`src/cts_consts.svh`:
```
// Constants for the capacitive touch sense control block.
// Assumes inclusion by the design file and the bench only; definitions only.
`ifndef CTS_CONSTS_SVH
`define CTS_CONSTS_SVH
`define CTS_ADDR_CTRL0 12'h000
`define CTS_ADDR_CTRL1 12'h004
`define CTS_ADDR_T1CTRL 12'h008
`define CTS_ADDR_OPTION 12'h00C
`define CTS_ADDR_T0CNT 12'h010
`define CTS_ADDR_T1CNT 12'h014
`define CTS_C0_ENABLE 7
`define CTS_C0_RANGE_HI 3
`define CTS_C0_RANGE_LO 2
`define CTS_C0_DIR 1
`define CTS_C0_T0XPICK 0
`define CTS_C1_CH_HI 2
`define CTS_T1_CS_HI 7
`define CTS_T1_CS_LO 6
`define CTS_T1_GE 5
`define CTS_T1_ON 0
`define CTS_OPT_TIMER0_CLOCK_SOURCE 0
`define CTS_T1CS_SENSE 2'h3
`define CTS_CH_W 3
`define CTS_NUM_CH 8
`define CTS_T0_W 8
`define CTS_T1_W 16
`endif

```
`src/cts_pkg.sv`:
```
// Types shared by the touch sense control files.
// Assumes cts_consts.svh is on the include path.
package cts_pkg;
  typedef enum logic [1:0] {
    CTS_RNG_OFF,
    CTS_RNG_LOW,
    CTS_RNG_MED,
    CTS_RNG_HIGH
  } cts_range_e;
  typedef logic [2:0] cts_chan_t;
endpackage

```
`src/cts_osc_sync.sv`:
```
// Synchroniser and rising-edge detector for the sensing oscillator.
// Assumes the oscillator is much slower than core_clk.
`timescale 1ns/1ps
module cts_osc_sync (
  input wire logic core_clk,
  input wire logic reset,
  input wire logic oscIn,
  output logic oscLevel,
  output logic oscRise
);
  logic meta;
  logic s2;
  logic s3;
  logic stable;
  always_ff @(posedge core_clk or posedge reset) begin
    if (reset) begin
      meta <= 1'b0;
      s2 <= 1'b0;
      s3 <= 1'b0;
    end else begin
      meta <= oscIn;
      s2 <= meta;
      s3 <= s2;
    end
  end
  // A change counts only once stages two and three agree
  always_ff @(posedge core_clk or posedge reset) begin
    if (reset) begin
      stable <= 1'b0;
      oscRise <= 1'b0;
    end else begin
      oscRise <= 1'b0;
      if (s2 == s3 && s3 != stable) begin
        stable <= s3;
        oscRise <= s3;
      end
    end
  end
  assign oscLevel = stable;
endmodule

```
`src/cts_touch_sense.sv`:
```
// Capacitive touch sense control: pad select, range, timer clocking.
// Assumes an APB master on core_clk and an analog oscillator outside.
// Operation
// - Eight sense inputs, only one joined to the oscillator at once.
// - Three-bit channel field picks the pin while module is enabled.
// - Read-only flag shows oscillator sourcing or sinking current.
// - Two-bit range field picks one of three oscillator currents.
// - Oscillator can clock the 8-bit Timer0 or 16-bit Timer1.
// - External pick set and Timer0 source clear route oscillator to Timer0.
// - Timer1 source field equal to 11 clocks Timer1 from oscillator.
// - Timer1 off when on bit clear; gate enable makes gate control counting.
// - Range 00 off, 01 low, 10 medium, 11 high.
// - Enable bit runs the module; clear shuts it off without current.
// - With enable clear no input is connected, channel field ignored.
`timescale 1ns/1ps
`include "cts_consts.svh"
module cts_touch_sense (
  input wire logic core_clk,
  input wire logic reset,
  input wire logic psel,
  input wire logic penable,
  input wire logic pwrite,
  input wire logic [11:0] paddr,
  input wire logic [31:0] pwdata,
  output logic [31:0] prdata,
  output logic pready,
  output logic pslverr,
  input wire logic oscIn,
  input wire logic oscSourcing,
  input wire logic timer0ExtPin,
  input wire logic timer1Gate,
  output logic [7:0] senseInputPin,
  output logic oscRun,
  output cts_pkg::cts_range_e oscCurrentRange,
  output logic timer0FromSense,
  output logic timer1FromSense,
  output logic [7:0] timer0Count,
  output logic [15:0] timer1Count
);
  import cts_pkg::*;

  logic senseModuleEnable;
  cts_range_e oscRange;
  logic timer0ExternalClockPick;
  cts_chan_t senseChannelSelect;
  logic [1:0] timer1ClockSource;
  logic timer1GateEnable;
  logic timer1On;
  logic timer0ClockSource;
  logic oscLevel;
  logic oscRise;
  logic dirMeta;
  logic dirS2;
  logic dirS3;
  logic oscDirectionFlag;
  logic gateMeta;
  logic gateS2;
  logic gateS3;
  logic gateLevel;
  logic extMeta;
  logic extS2;
  logic extS3;
  logic extLevel;
  logic extRise;
  logic wrEn;
  logic rdEn;
  logic t1Counting;
  logic t0Tick;
  logic t1Tick;
  logic [31:0] next_prdata;

  function automatic logic hit(input logic [11:0] a, input logic [11:0] r);
    hit = (a == r);
  endfunction

  // Single-cycle access phase keeps the slave simple and deterministic
  assign pready = 1'b1;
  assign wrEn = psel && penable && pwrite;
  assign rdEn = psel && penable && !pwrite;

  always_ff @(posedge core_clk or posedge reset) begin
    if (reset) begin
      senseModuleEnable <= 1'b0;
      oscRange <= CTS_RNG_OFF;
      timer0ExternalClockPick <= 1'b0;
      senseChannelSelect <= '0;
      timer1ClockSource <= 2'h0;
      timer1GateEnable <= 1'b0;
      timer1On <= 1'b0;
      timer0ClockSource <= 1'b0;
    end else if (wrEn) begin
      if (hit(paddr, `CTS_ADDR_CTRL0)) begin
        senseModuleEnable <= pwdata[`CTS_C0_ENABLE];
        oscRange <= cts_range_e'(pwdata[`CTS_C0_RANGE_HI:`CTS_C0_RANGE_LO]);
        timer0ExternalClockPick <= pwdata[`CTS_C0_T0XPICK];
      end
      if (hit(paddr, `CTS_ADDR_CTRL1)) begin
        senseChannelSelect <= pwdata[`CTS_C1_CH_HI:0];
      end
      if (hit(paddr, `CTS_ADDR_T1CTRL)) begin
        timer1ClockSource <= pwdata[`CTS_T1_CS_HI:`CTS_T1_CS_LO];
        timer1GateEnable <= pwdata[`CTS_T1_GE];
        timer1On <= pwdata[`CTS_T1_ON];
      end
      if (hit(paddr, `CTS_ADDR_OPTION)) begin
        timer0ClockSource <= pwdata[`CTS_OPT_TIMER0_CLOCK_SOURCE];
      end
    end
  end

  // Unmapped addresses answer with an error
  always_comb begin
    pslverr = 1'b0;
    if (wrEn || rdEn) begin
      pslverr = !(hit(paddr, `CTS_ADDR_CTRL0) || hit(paddr, `CTS_ADDR_CTRL1) ||
        hit(paddr, `CTS_ADDR_T1CTRL) || hit(paddr, `CTS_ADDR_OPTION) ||
        hit(paddr, `CTS_ADDR_T0CNT) || hit(paddr, `CTS_ADDR_T1CNT));
    end
  end

  always_comb begin
    next_prdata = 32'h0;
    if (hit(paddr, `CTS_ADDR_CTRL0)) begin
      next_prdata[`CTS_C0_ENABLE] = senseModuleEnable;
      next_prdata[`CTS_C0_RANGE_HI:`CTS_C0_RANGE_LO] = oscRange;
      next_prdata[`CTS_C0_DIR] = oscDirectionFlag;
      next_prdata[`CTS_C0_T0XPICK] = timer0ExternalClockPick;
    end else if (hit(paddr, `CTS_ADDR_CTRL1)) begin
      next_prdata[`CTS_C1_CH_HI:0] = senseChannelSelect;
    end else if (hit(paddr, `CTS_ADDR_T1CTRL)) begin
      next_prdata[`CTS_T1_CS_HI:`CTS_T1_CS_LO] = timer1ClockSource;
      next_prdata[`CTS_T1_GE] = timer1GateEnable;
      next_prdata[`CTS_T1_ON] = timer1On;
    end else if (hit(paddr, `CTS_ADDR_OPTION)) begin
      next_prdata[`CTS_OPT_TIMER0_CLOCK_SOURCE] = timer0ClockSource;
    end else if (hit(paddr, `CTS_ADDR_T0CNT)) begin
      next_prdata[`CTS_T0_W-1:0] = timer0Count;
    end else if (hit(paddr, `CTS_ADDR_T1CNT)) begin
      next_prdata[`CTS_T1_W-1:0] = timer1Count;
    end
  end

  // Read data is registered in the setup cycle so it stands in the access phase
  always_ff @(posedge core_clk or posedge reset) begin
    if (reset) begin
      prdata <= 32'h0;
    end else if (psel && !penable && !pwrite) begin
      prdata <= next_prdata;
    end
  end

  // Pad mux: one-hot only while enabled, nothing otherwise
  always_ff @(posedge core_clk or posedge reset) begin
    if (reset) begin
      senseInputPin <= 8'h00;
    end else if (senseModuleEnable) begin
      senseInputPin <= 8'h01 << senseChannelSelect;
    end else begin
      senseInputPin <= 8'h00;
    end
  end

  always_ff @(posedge core_clk or posedge reset) begin
    if (reset) begin
      oscRun <= 1'b0;
      oscCurrentRange <= CTS_RNG_OFF;
    end else begin
      oscRun <= senseModuleEnable && (oscRange != CTS_RNG_OFF);
      oscCurrentRange <= senseModuleEnable ? oscRange : CTS_RNG_OFF;
    end
  end

  cts_osc_sync oscSync (
    .core_clk(core_clk),
    .reset(reset),
    .oscIn(oscIn),
    .oscLevel(oscLevel),
    .oscRise(oscRise)
  );

  // Three-stage capture of the asynchronous direction, gate and T0 pin levels
  always_ff @(posedge core_clk or posedge reset) begin
    if (reset) begin
      dirMeta <= 1'b0;
      dirS2 <= 1'b0;
      dirS3 <= 1'b0;
      oscDirectionFlag <= 1'b0;
      gateMeta <= 1'b0;
      gateS2 <= 1'b0;
      gateS3 <= 1'b0;
      gateLevel <= 1'b0;
      extMeta <= 1'b0;
      extS2 <= 1'b0;
      extS3 <= 1'b0;
      extLevel <= 1'b0;
    end else begin
      dirMeta <= oscSourcing;
      dirS2 <= dirMeta;
      dirS3 <= dirS2;
      if (dirS2 == dirS3) begin
        oscDirectionFlag <= dirS3;
      end
      gateMeta <= timer1Gate;
      gateS2 <= gateMeta;
      gateS3 <= gateS2;
      if (gateS2 == gateS3) begin
        gateLevel <= gateS3;
      end
      extMeta <= timer0ExtPin;
      extS2 <= extMeta;
      extS3 <= extS2;
      if (extS2 == extS3) begin
        extLevel <= extS3;
      end
    end
  end
  assign extRise = (extS2 == extS3) && extS3 && !extLevel;

  always_ff @(posedge core_clk or posedge reset) begin
    if (reset) begin
      timer0FromSense <= 1'b0;
      timer1FromSense <= 1'b0;
    end else begin
      // Sense counting wants the clock-source bit clear; set leaves Timer0 on its pin
      timer0FromSense <= !timer0ClockSource && timer0ExternalClockPick;
      timer1FromSense <= (timer1ClockSource == `CTS_T1CS_SENSE);
    end
  end

  // Other Timer1 clock sources are outside this block; Timer0 counts the sense path or its pin here
  assign t1Counting = timer1On && (!timer1GateEnable || gateLevel);
  assign t0Tick = timer0FromSense ? oscRise : (timer0ClockSource && extRise);
  assign t1Tick = timer1FromSense && oscRise && t1Counting;

  // Software loads a counter by writing it; a tick in that cycle is dropped
  always_ff @(posedge core_clk or posedge reset) begin
    if (reset) begin
      timer0Count <= 8'h00;
    end else if (wrEn && hit(paddr, `CTS_ADDR_T0CNT)) begin
      timer0Count <= pwdata[`CTS_T0_W-1:0];
    end else if (t0Tick) begin
      timer0Count <= timer0Count + 8'h01;
    end
  end

  always_ff @(posedge core_clk or posedge reset) begin
    if (reset) begin
      timer1Count <= 16'h0000;
    end else if (wrEn && hit(paddr, `CTS_ADDR_T1CNT)) begin
      timer1Count <= pwdata[`CTS_T1_W-1:0];
    end else if (t1Tick) begin
      timer1Count <= timer1Count + 16'h0001;
    end
  end

  mux_off_a: assert property (@(posedge core_clk) disable iff (reset)
    !senseModuleEnable |=> senseInputPin == 8'h00) else $error("pad on while off");
  mux_onehot_a: assert property (@(posedge core_clk) disable iff (reset)
    senseModuleEnable |=> $onehot(senseInputPin)) else $error("mux not one-hot");
  mux_chan_a: assert property (@(posedge core_clk) disable iff (reset)
    senseModuleEnable && $stable(senseChannelSelect) |=>
    senseInputPin[$past(senseChannelSelect)]) else $error("wrong pad");
  range_off_a: assert property (@(posedge core_clk) disable iff (reset)
    oscRange == CTS_RNG_OFF |=> !oscRun) else $error("osc runs in off range");
  enable_off_a: assert property (@(posedge core_clk) disable iff (reset)
    !senseModuleEnable |=> !oscRun && oscCurrentRange == CTS_RNG_OFF)
    else $error("osc runs while disabled");
  t0_route_a: assert property (@(posedge core_clk) disable iff (reset)
    !timer0ClockSource && timer0ExternalClockPick |=> timer0FromSense)
    else $error("timer0 not routed");
  t1_route_a: assert property (@(posedge core_clk) disable iff (reset)
    timer1ClockSource == `CTS_T1CS_SENSE |=> timer1FromSense)
    else $error("timer1 not routed");
  t1_off_a: assert property (@(posedge core_clk) disable iff (reset)
    !timer1On && !wrEn |=> $stable(timer1Count)) else $error("timer1 counts off");
  t1_count_a: assert property (@(posedge core_clk) disable iff (reset)
    t1Tick && !wrEn |=> timer1Count == $past(timer1Count) + 16'h0001)
    else $error("timer1 missed tick");
  sync_rise_a: assert property (@(posedge core_clk) disable iff (reset)
    oscRise |=> !oscRise) else $error("double count");
  dir_flag_a: assert property (@(posedge core_clk) disable iff (reset)
    dirS2 == dirS3 |=> oscDirectionFlag == $past(dirS3)) else $error("flag stale");

  // Hold checks catch a timer that counts while its gate or route should stop it
  t1_gate_a: assert property (@(posedge core_clk) disable iff (reset)
    timer1On && timer1GateEnable && !gateLevel && !wrEn |=> $stable(timer1Count))
    else $error("timer1 counts while gated");
  t0_count_a: assert property (@(posedge core_clk) disable iff (reset)
    t0Tick && !wrEn |=> timer0Count == $past(timer0Count) + 8'h01)
    else $error("timer0 missed tick");
  t0_hold_a: assert property (@(posedge core_clk) disable iff (reset)
    !timer0FromSense && !timer0ClockSource && !wrEn |=> $stable(timer0Count))
    else $error("timer0 counts on internal clock");
  osc_level_a: assert property (@(posedge core_clk) disable iff (reset)
    oscRise |-> oscLevel) else $error("rise without high level");
endmodule

```
`config.mk`:
```
export PLATFORM = sky130hd
export DESIGN_NAME = cts_touch_sense
export DESIGN_NICKNAME = d
export VERILOG_FILES = /design/src/cts_pkg.sv /design/src/cts_osc_sync.sv /design/src/cts_touch_sense.sv
export VERILOG_INCLUDE_DIRS = /design/src
export SDC_FILE = /design/constraint.sdc
export NUM_CORES = 1
export LEC_CHECK = 0
export BUFFER_PORTS_ARGS = -buffer_cell sky130_fd_sc_hd__buf_2
export CORE_MARGIN = 2
export CORE_UTILIZATION = 50
export CTS_BUF_LIST = sky130_fd_sc_hd__clkbuf_16
export CTS_CLUSTER_SIZE = 8
export DETAILED_ROUTE_END_ITERATION = 10
export HOLD_SLACK_MARGIN = 0.05
export PLACE_DENSITY = 0.82
export SKIP_LAST_GASP = 1
export SLEW_MARGIN = 15
export SYNTH_ARGS = -nofsm -noshare
export SYNTH_HDL_FRONTEND = slang
export SYNTH_HIERARCHICAL = 1
export SYNTH_SLANG_ARGS = --single-unit
```
`constraint.sdc`:
```
create_clock -name core_clk -period 2.6 [get_ports core_clk]
set_clock_uncertainty 0.2 [all_clocks]
set_input_delay 0 -clock core_clk [delete_from_list [all_inputs] [get_ports core_clk]]
set_output_delay 0 -clock core_clk [all_outputs]
set_load 0.02 [all_outputs]
```
# --- Yosys cells after proc, flatten, opt, wreduce, memory -nomap -nowiden ---
# Index checks and enable logic that the tools add are counted.
totals:
  ff_bits: 82
  in_bits: 53
  output_inout_bits: 71
  word_cells: 117
classes:
  add_sub_neg: 2
  eq_ne: 11
  shift: 1
  n_mux: 33
  reduce_logical: 37
ops:
  columns: ["cell", "n"]
  rows:
  - ["$mux 16", 8]
  - ["$mux 8", 11]
  - ["$eq 12x4->1 const B", 2]
  - ["$eq 12x5->1 const B", 2]
  - ["$add 16x1->16 const B", 1]
  - ["$logic_and 1x1->1", 16]
  - ["$mux 15", 1]
  - ["$mux 13", 1]
  - ["$eq 12x3->1 const B", 1]
  - ["$logic_not 12->1", 1]
  - ["$mux 3", 3]
  - ["$add 8x1->8 const B", 1]
  - ["$mux 4", 2]
  - ["$reduce_and 2->1", 4]
  - ["$shl 1x3->8 const A", 1]
  - ["$logic_or 1x1->1", 7]
  - ["$logic_not 1->1", 6]
  - ["$mux 1", 6]
  - ["$reduce_bool 2->1", 3]
  - ["$eq 1x1->1", 4]
  - ["$eq 2x2->1 const B", 1]
  - ["$mux 2", 1]
  - ["$ne 1x1->1", 1]

# --- Logic depth before layout (Yosys ltp) ---
# Gate-level depths: netlist (run 1).
logic_depth:
  word_depth: 16
  depth_mapped: 8

# --- Modules after synthesis ---
# The synthesis (run 1) kept the hierarchy.
modules_own_cells:
  columns: ["module", "instances", "cells_per_inst", "area_each_um2"]
  rows:
  - ["cts_touch_sense", 1, 346, 3666.0]
  - ["cts_osc_sync", 1, 8, 150.1]

# --- Least setup slack after synthesis (run 1) ---
# Ideal clock, no wire load.
synth_path:
  kind: "in2reg"
  start: "in paddr[1]"
  end: "reg timer1ClockSource[0]"
  setup_time_ns: 0.125
  t_arrival_ns: 1.543
  slack_ns: 0.732
  cell_stages: 5
  cell_sequence: "nor4_4 nand3_2 or3_4 nor3b_4 mux2_2"
synth_via:
  elab_chain_cells: 2
synth_lines:
  columns: ["element", "line", "rtl"]
  rows:
  - ["start, declared", "cts_touch_sense.sv:23", "input wire logic [11:0] paddr,"]
  - ["$eq 12x4->1", "cts_touch_sense.sv:73", "hit = (a == r);"]
  - ["$reduce_and 2->1 (no line)", null, null]
  - ["end signal, assigned", "cts_touch_sense.sv:101", "timer1ClockSource <= pwdata[`CTS_T1_CS_HI:`CTS_T1_CS_LO];"]
  - ["end, declared", "cts_touch_sense.sv:46", "logic [1:0] timer1ClockSource;"]
# Every way passes these cells.
# A chain may end at the register's enable or synchronous reset.

# --- Worst setup path after layout (run 1) ---
layout_path:
  start: "in paddr[5]"
  end: "reg timer1On"
layout_via:
  elab_chain_cells: 2
layout_lines:
  columns: ["element", "line", "rtl"]
  rows:
  - ["$eq 12x4->1", "cts_touch_sense.sv:73", null]
  - ["$reduce_and 2->1 (no line)", null, null]
  - ["end signal, assigned", "cts_touch_sense.sv:103", "timer1On <= pwdata[`CTS_T1_ON];"]
  - ["end, declared", "cts_touch_sense.sv:48", "logic timer1On;"]
# Every way passes these cells.

==> results.md, run 1 <==
* Status: finished, final reports clean
* Seq. cell area at between 0.002 and 0.0025 mm^2
* IR drop worst, VDD at ~0.34 mV
* 1st-iter DRT viols at 160
* Postcts setup bufs at 0
* Relative slew margins at about half
* Worst R2R Path Depth at 5
* Global-route wire length before repair at between 15 and 20 mm
* Startpoint types: primary input
* CTS tree: built
* Logic pwr share at under 10%
* Minimum clock period at 2250 ps
* Yosys cell types at 48
* Maxcap violations at 0
* Register area share after synthesis at between 50% and 60%
* Power Internal at 2010 uW
* Synth Cell Area at 0.00382 mm^2
* Num ports at roughly 120
* Post-route worst setup slack at 346 ps
* Slew @ Worst Pin at between 700 and 800 ps
* Net Sw Power at 610 uW
* HP Class: primary input to flip-flop
* Clock share of power at between 40% and 50%
* Overall Global Routing Usage at about 23%
* Post-layout nets at about 530
* Routed len/inst at around 16 um
* Switch share at 23.3%
* Power share of the sequential group at around half
* Die footprint at ~0.0083 mm^2
* Most common cell after layout, fill and taps aside: buf_2
* CP Data Required Time at 2620 ps
* Via count at between 3k and 4k
* Final hold slack at roughly 86 ps
* Fill count at 578
* Max-slew violations at 0
* Leak pwr at roughly 0.0023 uW
* Initial antenna violation count at 0
* Skew-Pair Late Insertion Delay at about 330 ps
* Cell row count at 31
* Grt ovf at 0
* Mean Syn Cell Area at approximately 11 um^2
* Setup TNS at 0 ps
* Worst-path maximum fanout at 5
* Layout cells sized above 1 at between 20% and 30%
* Initial Util at between 50% and 60%
* Async S/R FF share, synth at 100%
* Drt total wl at between 9 and 10 mm
* Root buffer cell: clkbuf_16
* HPWL Detailed at around 6.4 mm
* R2R setup slack at about 630 ps
* Total clock buffers created by CTS at 9
* Post-synth EDFFs at 0
* GP Congestion at ~0.84
* Largest net degree at the start of global routing at 33
* Kind of critical path: primary input to flip-flop
* DRC viols at 0
* Layout Area Growth over Synthesis at 28.0%
* Place WS at 433 ps
* CP arrival at 2270 ps
* Port bufs at 90
* Bufs on Longest Clock Path at 2
* Register bit total from synthesis at slightly above 80
* CP endpoint kind: flip-flop
* Vias per cell at ~5.3
* Hold path depth at 4
* P per Cell Area at approximately 540 mW/mm^2
* Unrepaired setup endpoints after global routing: no
* Final Hold Viols at 0
* Post-route antenna net violation count at 0
* Worst-path clk slew at 60 ps
* Cells after Synth at between 300 and 400
* Clk sinks at between 80 and 90
* Tcrit/Tclk final at roughly 87%
* H-tree levels at 3
* ANT cells at 0
* Die Ht at around 91 um
* Endpoints failing setup at 0
* Core box area at between 0.007 and 0.008 mm^2
* Number of global-route vias before repair at 2935
* DR pass1 iterations at 4
* Die Span X at approximately 90 um
* Max Fclk at between 0.4 and 0.5 GHz
* Count of warnings emitted by yosys at 6
* Prevailing post-synth register cell: dfrtp_1
* Multi-input gate area at roughly 0.0016 mm^2
* Most frequent cells in the layout: buf_2 (90), dfrtp_1 (82), nor2_1 (46)
==> synth_stat cells (2+ instances only) <==
library cell   n  area (um^2)
a21oi_1       30          150
a22o_1         9         78.8
a22oi_1        2         15.0
and2_1         5         31.3
and3_1         3         18.8
and4_1         2         17.5
buf_2          3         15.0
buf_4         17          128
clkbuf_1       7         26.3
conb_1         2         7.51
dfrtp_1       82         2050
ha_1           3         37.5
inv_1          4         15.0
maj3_1         2         20.0
mux2_2        14          158
mux2i_1        5         50.1
mux4_2         2         45.0
nand2_1       25         93.8
nand2b_1       5         31.3
nand3_1       10         50.1
nand4_1        5         31.3
nor2_1        46          173
nor2b_1        4         25.0
nor3_1        10         50.1
nor3b_4        2         37.5
nor4_1         4         25.0
o21ai_0        8         40.0
o41ai_1        2         17.5
or2_2          2         12.5
xnor2_1       10         87.6
xor2_1        12          105
==> per-layer routing <==
metal,global-route usage (%),wire (um),share of wire (%)
met5,0,0,0
met4,8.59,146,1.6
met3,4.23,570,6.1
met2,38.0,4590,49
met1,30.7,3970,43
==> through the flow <==
| stage | total power [uW] | area, um^2 | instances | utilization, % |
|---|---|---|---|---|
| 2_1_floorplan | 1440 | 3870 | 369 | - |
| 3_3_place_gp | 1480 | 4300 | 533 | 58.7 |
| 3_5_place_dp | 1490 | 4300 | 533 | 58.7 |
| 4_1_cts | 2630 | 4890 | 581 | 66.6 |
| 5_1_grt | 2700 | 4890 | 581 | 66.6 |
| 6_report | 2620 | 4890 | 581 | 66.6 |
==> logic make-up after synthesis <==
family                   count (synthesis)  synth area share [%]
adder cells (fa/ha/maj)                  6                  1.80
flip-flops                              82                  53.8
other                                    2                 0.197
AO/OA/AOI/OAI                           57                  9.15
multiplexers                            21                  6.62
XOR/XNOR                                22                  5.05
buffers and inverters                   33                  5.28
AND/OR/NAND/NOR                        131                  18.1
==> final timing paths <==
check	from	endpoint
worst min register to register	extMeta	extS2
worst max register to register	timer1Count[5]	timer1Count[15]
worst max-delay path	paddr[5]	timer1On
worst min-delay path	paddr[2]	prdata[3]
max in group asynchronous	reset	oscDirectionFlag
min in group asynchronous	reset	timer1Count[1]
==> sequential cells by signal (all words and copies together), names as in the netlist, 2 cells and up <==
name	count
oscCurrentRange	2
oscRange	2
prdata	16
senseChannelSelect	3
senseInputPin	8
timer0Count	8
timer1ClockSource	2
timer1Count	16
==> worst max-delay path, cell delays in order <==
cell	delay (ps)
dlygate4sd3_1	540
buf_2	130
nor3_1	280
nand3_2	160
or3_4	460
nor3b_4	310
mux2_2	380
==> repair_timing <==
action	CTS	global route
gates resized for setup	0	0
hold endpoints to repair	114	0
hold buffers	32	0
==> final cells by class <==
class / instances / share of cell area (%)
repair buffers: 126 / 16.6
multi-input cells: 254 / 33.1
inverters: 4 / 0.307
well taps: 99 / 2.54
flip-flops and latches: 82 / 42.0
clock buffers: 9 / 4.61
clock inverters: 7 / 0.768
==> power by group through the flow <==
stage	clock (uW)	combinational, uW	sequential, uW
finish	1120	192	1300
global route	1180	212	1310
global placement	0	153	1330
floorplan	0	113	1330
detailed placement	0	157	1330
CTS	1130	192	1310
Note: power is estimated with default switching activity, not from simulation.
==> run 2, diff against run 1 <==
--- a/config.mk
+++ b/config.mk
@@ -8,12 +8,13 @@
 export LEC_CHECK = 0
 export BUFFER_PORTS_ARGS = -buffer_cell sky130_fd_sc_hd__buf_2
 export CORE_MARGIN = 2
-export CORE_UTILIZATION = 50
+export CORE_UTILIZATION = 41
 export CTS_BUF_LIST = sky130_fd_sc_hd__clkbuf_16
 export CTS_CLUSTER_SIZE = 8
 export DETAILED_ROUTE_END_ITERATION = 10
 export HOLD_SLACK_MARGIN = 0.05
-export PLACE_DENSITY = 0.82
+export PLACE_DENSITY = 0.7
+export SETUP_SLACK_MARGIN = 0.15
 export SKIP_LAST_GASP = 1
 export SLEW_MARGIN = 15
 export SYNTH_ARGS = -nofsm -noshare
==> run 2 against run 1 <==
First-iteration DRC count shrank 21%. Core utilization shrank 13 points. Die area grew 21%. Highest routed layer unchanged. Count of clock-buffer cells in the layout is the same. Largest power group unchanged. Combinational power is essentially flat. Power grew 4.2%. Largest cell class unchanged. Hold slack lost 4.3 ps.
==> results.md, run 2 (same netlist as run 1, synthesis figures left out) <==
* Status: finished, final reports clean
* Maxcap violations at 0
* Clk sinks at roughly 80
* Max-slew violations at 0
* Number of global-route vias before repair at between 2k and 3k
* Most common cell after layout, fill and taps aside: buf_2
* Cell row count at 35
* Layout cells sized above 1 at approximately 28%
* Place WS at roughly 430 ps
* Post-route antenna net violation count at 0
* Initial Util at a little over two fifths
* Overall Global Routing Usage at a little under a fifth
* Grt ovf at 0
* DRC viols at 0
* Relative slew margins at between 50% and 60%
* Worst-path maximum fanout at 5
* ANT cells at 0
* Endpoints failing setup at 0
* Final Hold Viols at 0
* H-tree levels at 3
* CP arrival at 2360 ps
* CP Data Required Time at between 2000 and 3000 ps
* Layout Area Growth over Synthesis at 29.8%
* RR Endpoint: timer1Count[15]
* Largest regs: prdata x16, timer1Count x16
* HP Class: primary input to async pin
* Core box area at approximately 0.0092 mm^2
* Die Ht at 100 um
* Max Fclk at 0.428 GHz
* Finished Layout Cells at around 600
* Final hold slack at between 80 and 90 ps
* Post-layout nets at approximately 540
* Kind of critical path: primary input to flip-flop
* Total clock buffers created by CTS at 9
* Leak pwr at 0.00231 uW
* Post-route worst setup slack at 266 ps
* P per Cell Area at about 550 mW/mm^2
* Via count at about 3.1k
* Num ports at around 120
* Die footprint at between 0.01 and 0.015 mm^2
* CTS tree: built
* Unrepaired setup endpoints after global routing: no
* R2R setup slack at between 700 and 800 ps
* 1st-iter DRT viols at between 100 and 150
* Postcts setup bufs at 0
* Skew-Pair Late Insertion Delay at 340 ps
* Initial antenna violation count at 0
* Tcrit/Tclk final at 89.8%
* CP endpoint kind: flip-flop
* Startpoint types: primary input
* IR drop worst, VDD at 0.347 mV
* Worst R2R Path Depth at 5
* Die Span X at roughly 100 um
* Drt total wl at roughly 9.0 mm
* Most frequent cells in the layout: buf_2 (90), dfrtp_1 (82), nor2_1 (46)
* Crit path from: paddr[1]
* DP Cell Count at roughly 550
* Port bufs at 90
* Largest net degree at the start of global routing at 78
* Slew @ Worst Pin at roughly 680 ps
* Worst-path clk slew at approximately 60 ps
* HPWL Detailed at between 6 and 7 mm
* Vias per cell at 5.19
* GP Congestion at ~0.84
* Root buffer cell: clkbuf_16
* Bufs on Longest Clock Path at 2
* Crit Reg-Reg Startpoint: timer1Count[5]
* Setup TNS at 0 ps
* Global-route wire length before repair at 14.2 mm
* Minimum clock period at between 2000 and 2500 ps
* Routed len/inst at 15.1 um
* DR pass1 iterations at 4
-- run 2: cell count changes in the layout (fill, tap and decap cells not counted) --
cell | previous run | this run
clkinv_4 | 1 | 0
clkinvlp_4 | 1 | 0
bufinv_16 | 0 | 1
inv_6 | 0 | 1
dlygate4sd3_1 | 32 | 35
-- run 2: repair_timing --
item / in CTS / in global routing
hold endpoints to repair: 130 / 0
endpoints found under the setup margin: 0 / 0
resized for setup: 0 / 0
hold buffers: 35 / 0
-- run 2: critical path, cell delays in order --
cell and delay [ps]:
dlygate4sd3_1 540, buf_2 140, nor4_4 340, nand3_2 180
or3_4 470, nor3b_4 320, mux2_2 370
-- run 2: worst max path at each step --
stage / to / slack, ps
after floorplan: dirMeta / 430
after global placement: timer1GateEnable / 450
after detailed placement: timer1ClockSource[0] / 430
after CTS: timer1ClockSource[0] / 300
after global routing: timer1ClockSource[0] / 180
final: timer1On / 270
-- run 2: cell type report --
type | instances | area [um^2]
fillers | 782 | 4200
flip-flops and latches | 82 | 2050
multi-input cells | 254 | 1620
repair buffers | 129 | 843
clock buffers | 9 | 225
well taps | 111 | 139
clock inverters | 7 | 60.1
inverters | 4 | 15.0
-- run 2: metal layers --
metal	routed length (um)	vias to the layer above	global-route usage, %
li1	-	1456	-
met2	4270	106	28.4
met5	0	-	0
met3	500	16	4.72
met1	4030	1515	24.9
met4	173	0	7.90
-- run 2: through the flow --
stage	utilization [%]	total power [uW]	instance area, um^2
after floorplan	-	1440	3870
after global placement	47.2	1480	4320
after detailed placement	47.2	1480	4320
after CTS	54.1	2750	4950
after global routing	54.1	2830	4950
final	54.1	2730	4950
-- run 2: power breakdown --
part	total (uW)	switching (uW)	internal [uW]
Sequential	1300	9.94	1290
Combinational	194	110	83.8
Clock	1230	499	733
Total	2730	619	2110
==> run 3, diff against run 2 <==
--- a/config.mk
+++ b/config.mk
@@ -6,6 +6,7 @@
 export SDC_FILE = /design/constraint.sdc
 export NUM_CORES = 1
 export LEC_CHECK = 0
+export ABC_AREA = 1
 export BUFFER_PORTS_ARGS = -buffer_cell sky130_fd_sc_hd__buf_2
 export CORE_MARGIN = 2
 export CORE_UTILIZATION = 41
@@ -13,7 +14,7 @@
 export CTS_CLUSTER_SIZE = 8
 export DETAILED_ROUTE_END_ITERATION = 10
 export HOLD_SLACK_MARGIN = 0.05
-export PLACE_DENSITY = 0.7
+export PLACE_DENSITY = 0.69
 export SETUP_SLACK_MARGIN = 0.15
 export SKIP_LAST_GASP = 1
 export SLEW_MARGIN = 15
==> run 3 against run 2 <==
Via count increased by 21%. Critical path depth is 2 higher. Final cell count up 25%. Synthesized cell count rose by 34%. Register-to-register slack worse by 70 ps. Power increased by 4.9%. Sequential cell count unchanged. Combinational power is 2% higher. Fmax is 3.9% higher. Critical endpoint is now timer1ClockSource[0]. Count of clock-buffer cells in the layout stayed put. Core utilization rose by 0.58 points. Clock power is 11% higher.
==> results.md, run 3 <==
* Number of global-route vias before repair at ~3.6k
* Cells after Synth at roughly 480
* Final Hold Viols at 0
* Count of warnings emitted by yosys at 6
* Most frequent cells in the layout: nand2_1 (108), buf_2 (90), dfrtp_1 (82)
* CP arrival at about 2300 ps
* HP Class: primary input to flip-flop
* Share of the synthesized area in the top cell type at 49.6%
* CTS tree: built
* Slew @ Worst Pin at 794 ps
* Startpoint types: primary input
* Bufs on Longest Clock Path at 2
* Via count at 3732
* Setup TNS at 0 ps
* ANT cells at 0
* Grt ovf at 0
* CP endpoint kind: flip-flop
* Overall Global Routing Usage at a little over a fifth
* DR pass1 iterations at 4
* Core box area at a little under 0.01 mm^2
* Skew-Pair Late Insertion Delay at between 300 and 400 ps
* Largest net degree at the start of global routing at 42
* Async S/R FF share, synth at 100%
* Synth area leader: dfrtp_1
* Synth Cell Area at 0.00414 mm^2
* Kind of critical path: primary input to flip-flop
* Routed len/inst at 15.4 um
* Post-route antenna net violation count at 0
* Fill count at approximately 900
* Worst-path clk slew at 60 ps
* Yosys cell types at 41
* Largest regs: prdata x16, timer1Count x16
* HPWL Detailed at a little over 8 mm
* H-tree levels at 3
* Maxcap violations at 0
* Mean Syn Cell Area at between 8 and 9 um^2
* Max-slew violations at 0
* Die Span X at ~100 um
* Cell row count at 36
* Worst-path maximum fanout at 8
* Num ports at between 100 and 150
* Total clock buffers created by CTS at 9
* Die footprint at 0.0109 mm^2
* Prevailing post-synth register cell: dfrtp_1
* Most frequent cell after synthesis: nand2_1
* Clk sinks at ~80
* Vias per cell at around 5
* Minimum clock period at approximately 2200 ps
* 1st-iter DRT viols at 279
* GP Congestion at around 0.9
* Register bit total from synthesis at 82
* Post-synth EDFFs at 0
* Final Util at between 50% and 60%
* Die Ht at 104 um
* Most common cell after layout, fill and taps aside: nand2_1
* Root buffer cell: clkbuf_16
* Port bufs at 90
* Max Fclk at ~0.45 GHz
* Status: finished, final reports clean
* CP Data Required Time at 2610 ps
* Tcrit/Tclk final at between 80% and 90%
* Commonest cells in the netlist: nand2_1 (108), dfrtp_1 (82), inv_1 (49), nor2_1 (41), nand3_1 (39)
* Initial Util at a little over two fifths
* DRC viols at 0
* Leak pwr at 0.00275 uW
* IR drop worst, VDD at 0.273 mV
* Layout Area Growth over Synthesis at 29.1%
* Global-route wire length before repair at 18.6 mm
* Layout cells sized above 1 at 23.4%
* Unrepaired setup endpoints after global routing: no
* Drt total wl at 11.4 mm
* Endpoints failing setup at 0
* Post-layout nets at around 660
* Ranking of synthesized cells by area: dfrtp_1 (50%), nand2_1 (9.8%), nand3_1 (4.7%), inv_1 (4.4%), nor2_1 (3.7%)
* Initial antenna violation count at 0
* P per Cell Area at around 540 mW/mm^2
* Relative slew margins at between 40 and 50%
* Register area share after synthesis at around half
* Postcts setup bufs at 0
## run 3: cell count changes in the layout (fill, tap and decap cells not counted), sizes merged, moves of 12 or more
cell   change
inv       +51
o21ai     +26
nand3     +31
mux2      -12
nand2     +91
a21oi     -21
## run 3: where the power goes
group	leakage (uW)	switching [uW]	internal, uW
clock network	0.000154	516	839
registers	0.00106	12.4	1300
logic	0.00154	123	75.5
## run 3: path summary, 6_finish.rpt
path	start	to	slack (ps)	depth (start not counted)
worst max-delay path	paddr[1]	timer1ClockSource[0]	350	9
worst min-delay path	penable	timer0Count[7]	90	6
worst min register to register	extMeta	extS2	150	0
worst max register to register	timer1Count[0]	timer1Count[14]	670	8
min in group asynchronous	reset	gateMeta	160	3
max in group asynchronous	reset	prdata[7]	1330	4
## run 3: per-stage QoR
| step | area (um^2) | power, uW | setup slack [ps] | hold WS [ps] | std cells |
|---|---|---|---|---|---|
| finish | 5350 | 2860 | 353 | 85.9 | 745 |
| global route | 5350 | 2970 | 212 | 116 | 745 |
| CTS | 5340 | 2880 | 306 | 67.2 | 745 |
| detailed placement | 4650 | 1500 | 716 | -274 | 692 |
| global placement | 4650 | 1490 | 797 | -288 | 692 |
| floorplan | 4200 | 1450 | 433 | -421 | 491 |
## run 3: final cells by class
class | count | area (um^2) | area share [%]
tap | 133 | 166 | 3.11
sequential | 82 | 2050 | 38.4
clock inverter | 6 | 90.1 | 1.68
inverter | 56 | 210 | 3.93
multi-input combinational | 330 | 1750 | 32.8
clock buffer | 9 | 225 | 4.21
timing repair buffer | 129 | 851 | 15.9
## run 3: cell families (layout without fill, tap and decap cells)
logic type | Yosys count | in the layout | share of synthesized area, %
adders and majority gates | 5 | 5 | 1.39
other | 2 | 17 | 0.181
xor gates and xnor gates | 12 | 12 | 2.54
AOI/OAI and AO/OA | 66 | 66 | 10.0
DFF | 82 | 82 | 49.6
muxes | 2 | 2 | 0.544
buffers and inverters | 79 | 200 | 9.61
and+or+nand+nor | 228 | 228 | 26.1
## run 3: critical path, cell delays in order
cell and delay, ps:
dlygate4sd3_1 540, buf_2 140, nor2_4 180, inv_1 90, nor3_2 320, nand3_2 240
nand2_1 130, o21ai_1 70, dlygate4sd3_1 560
## run 3: metal layers
layer  GRT usage, %  part of all wire [%]
met1           29.2                    44
met5              0                     0
met2           35.2                    48
met3           3.38                   5.9
met4           8.40                   2.0
## run 3: repair_timing
action | in CTS | in global routing
endpoints found under the setup margin | 0 | 2
resized for setup | 0 | 1
endpoints found under the hold margin | 84 | 0
hold buffers | 38 | 0
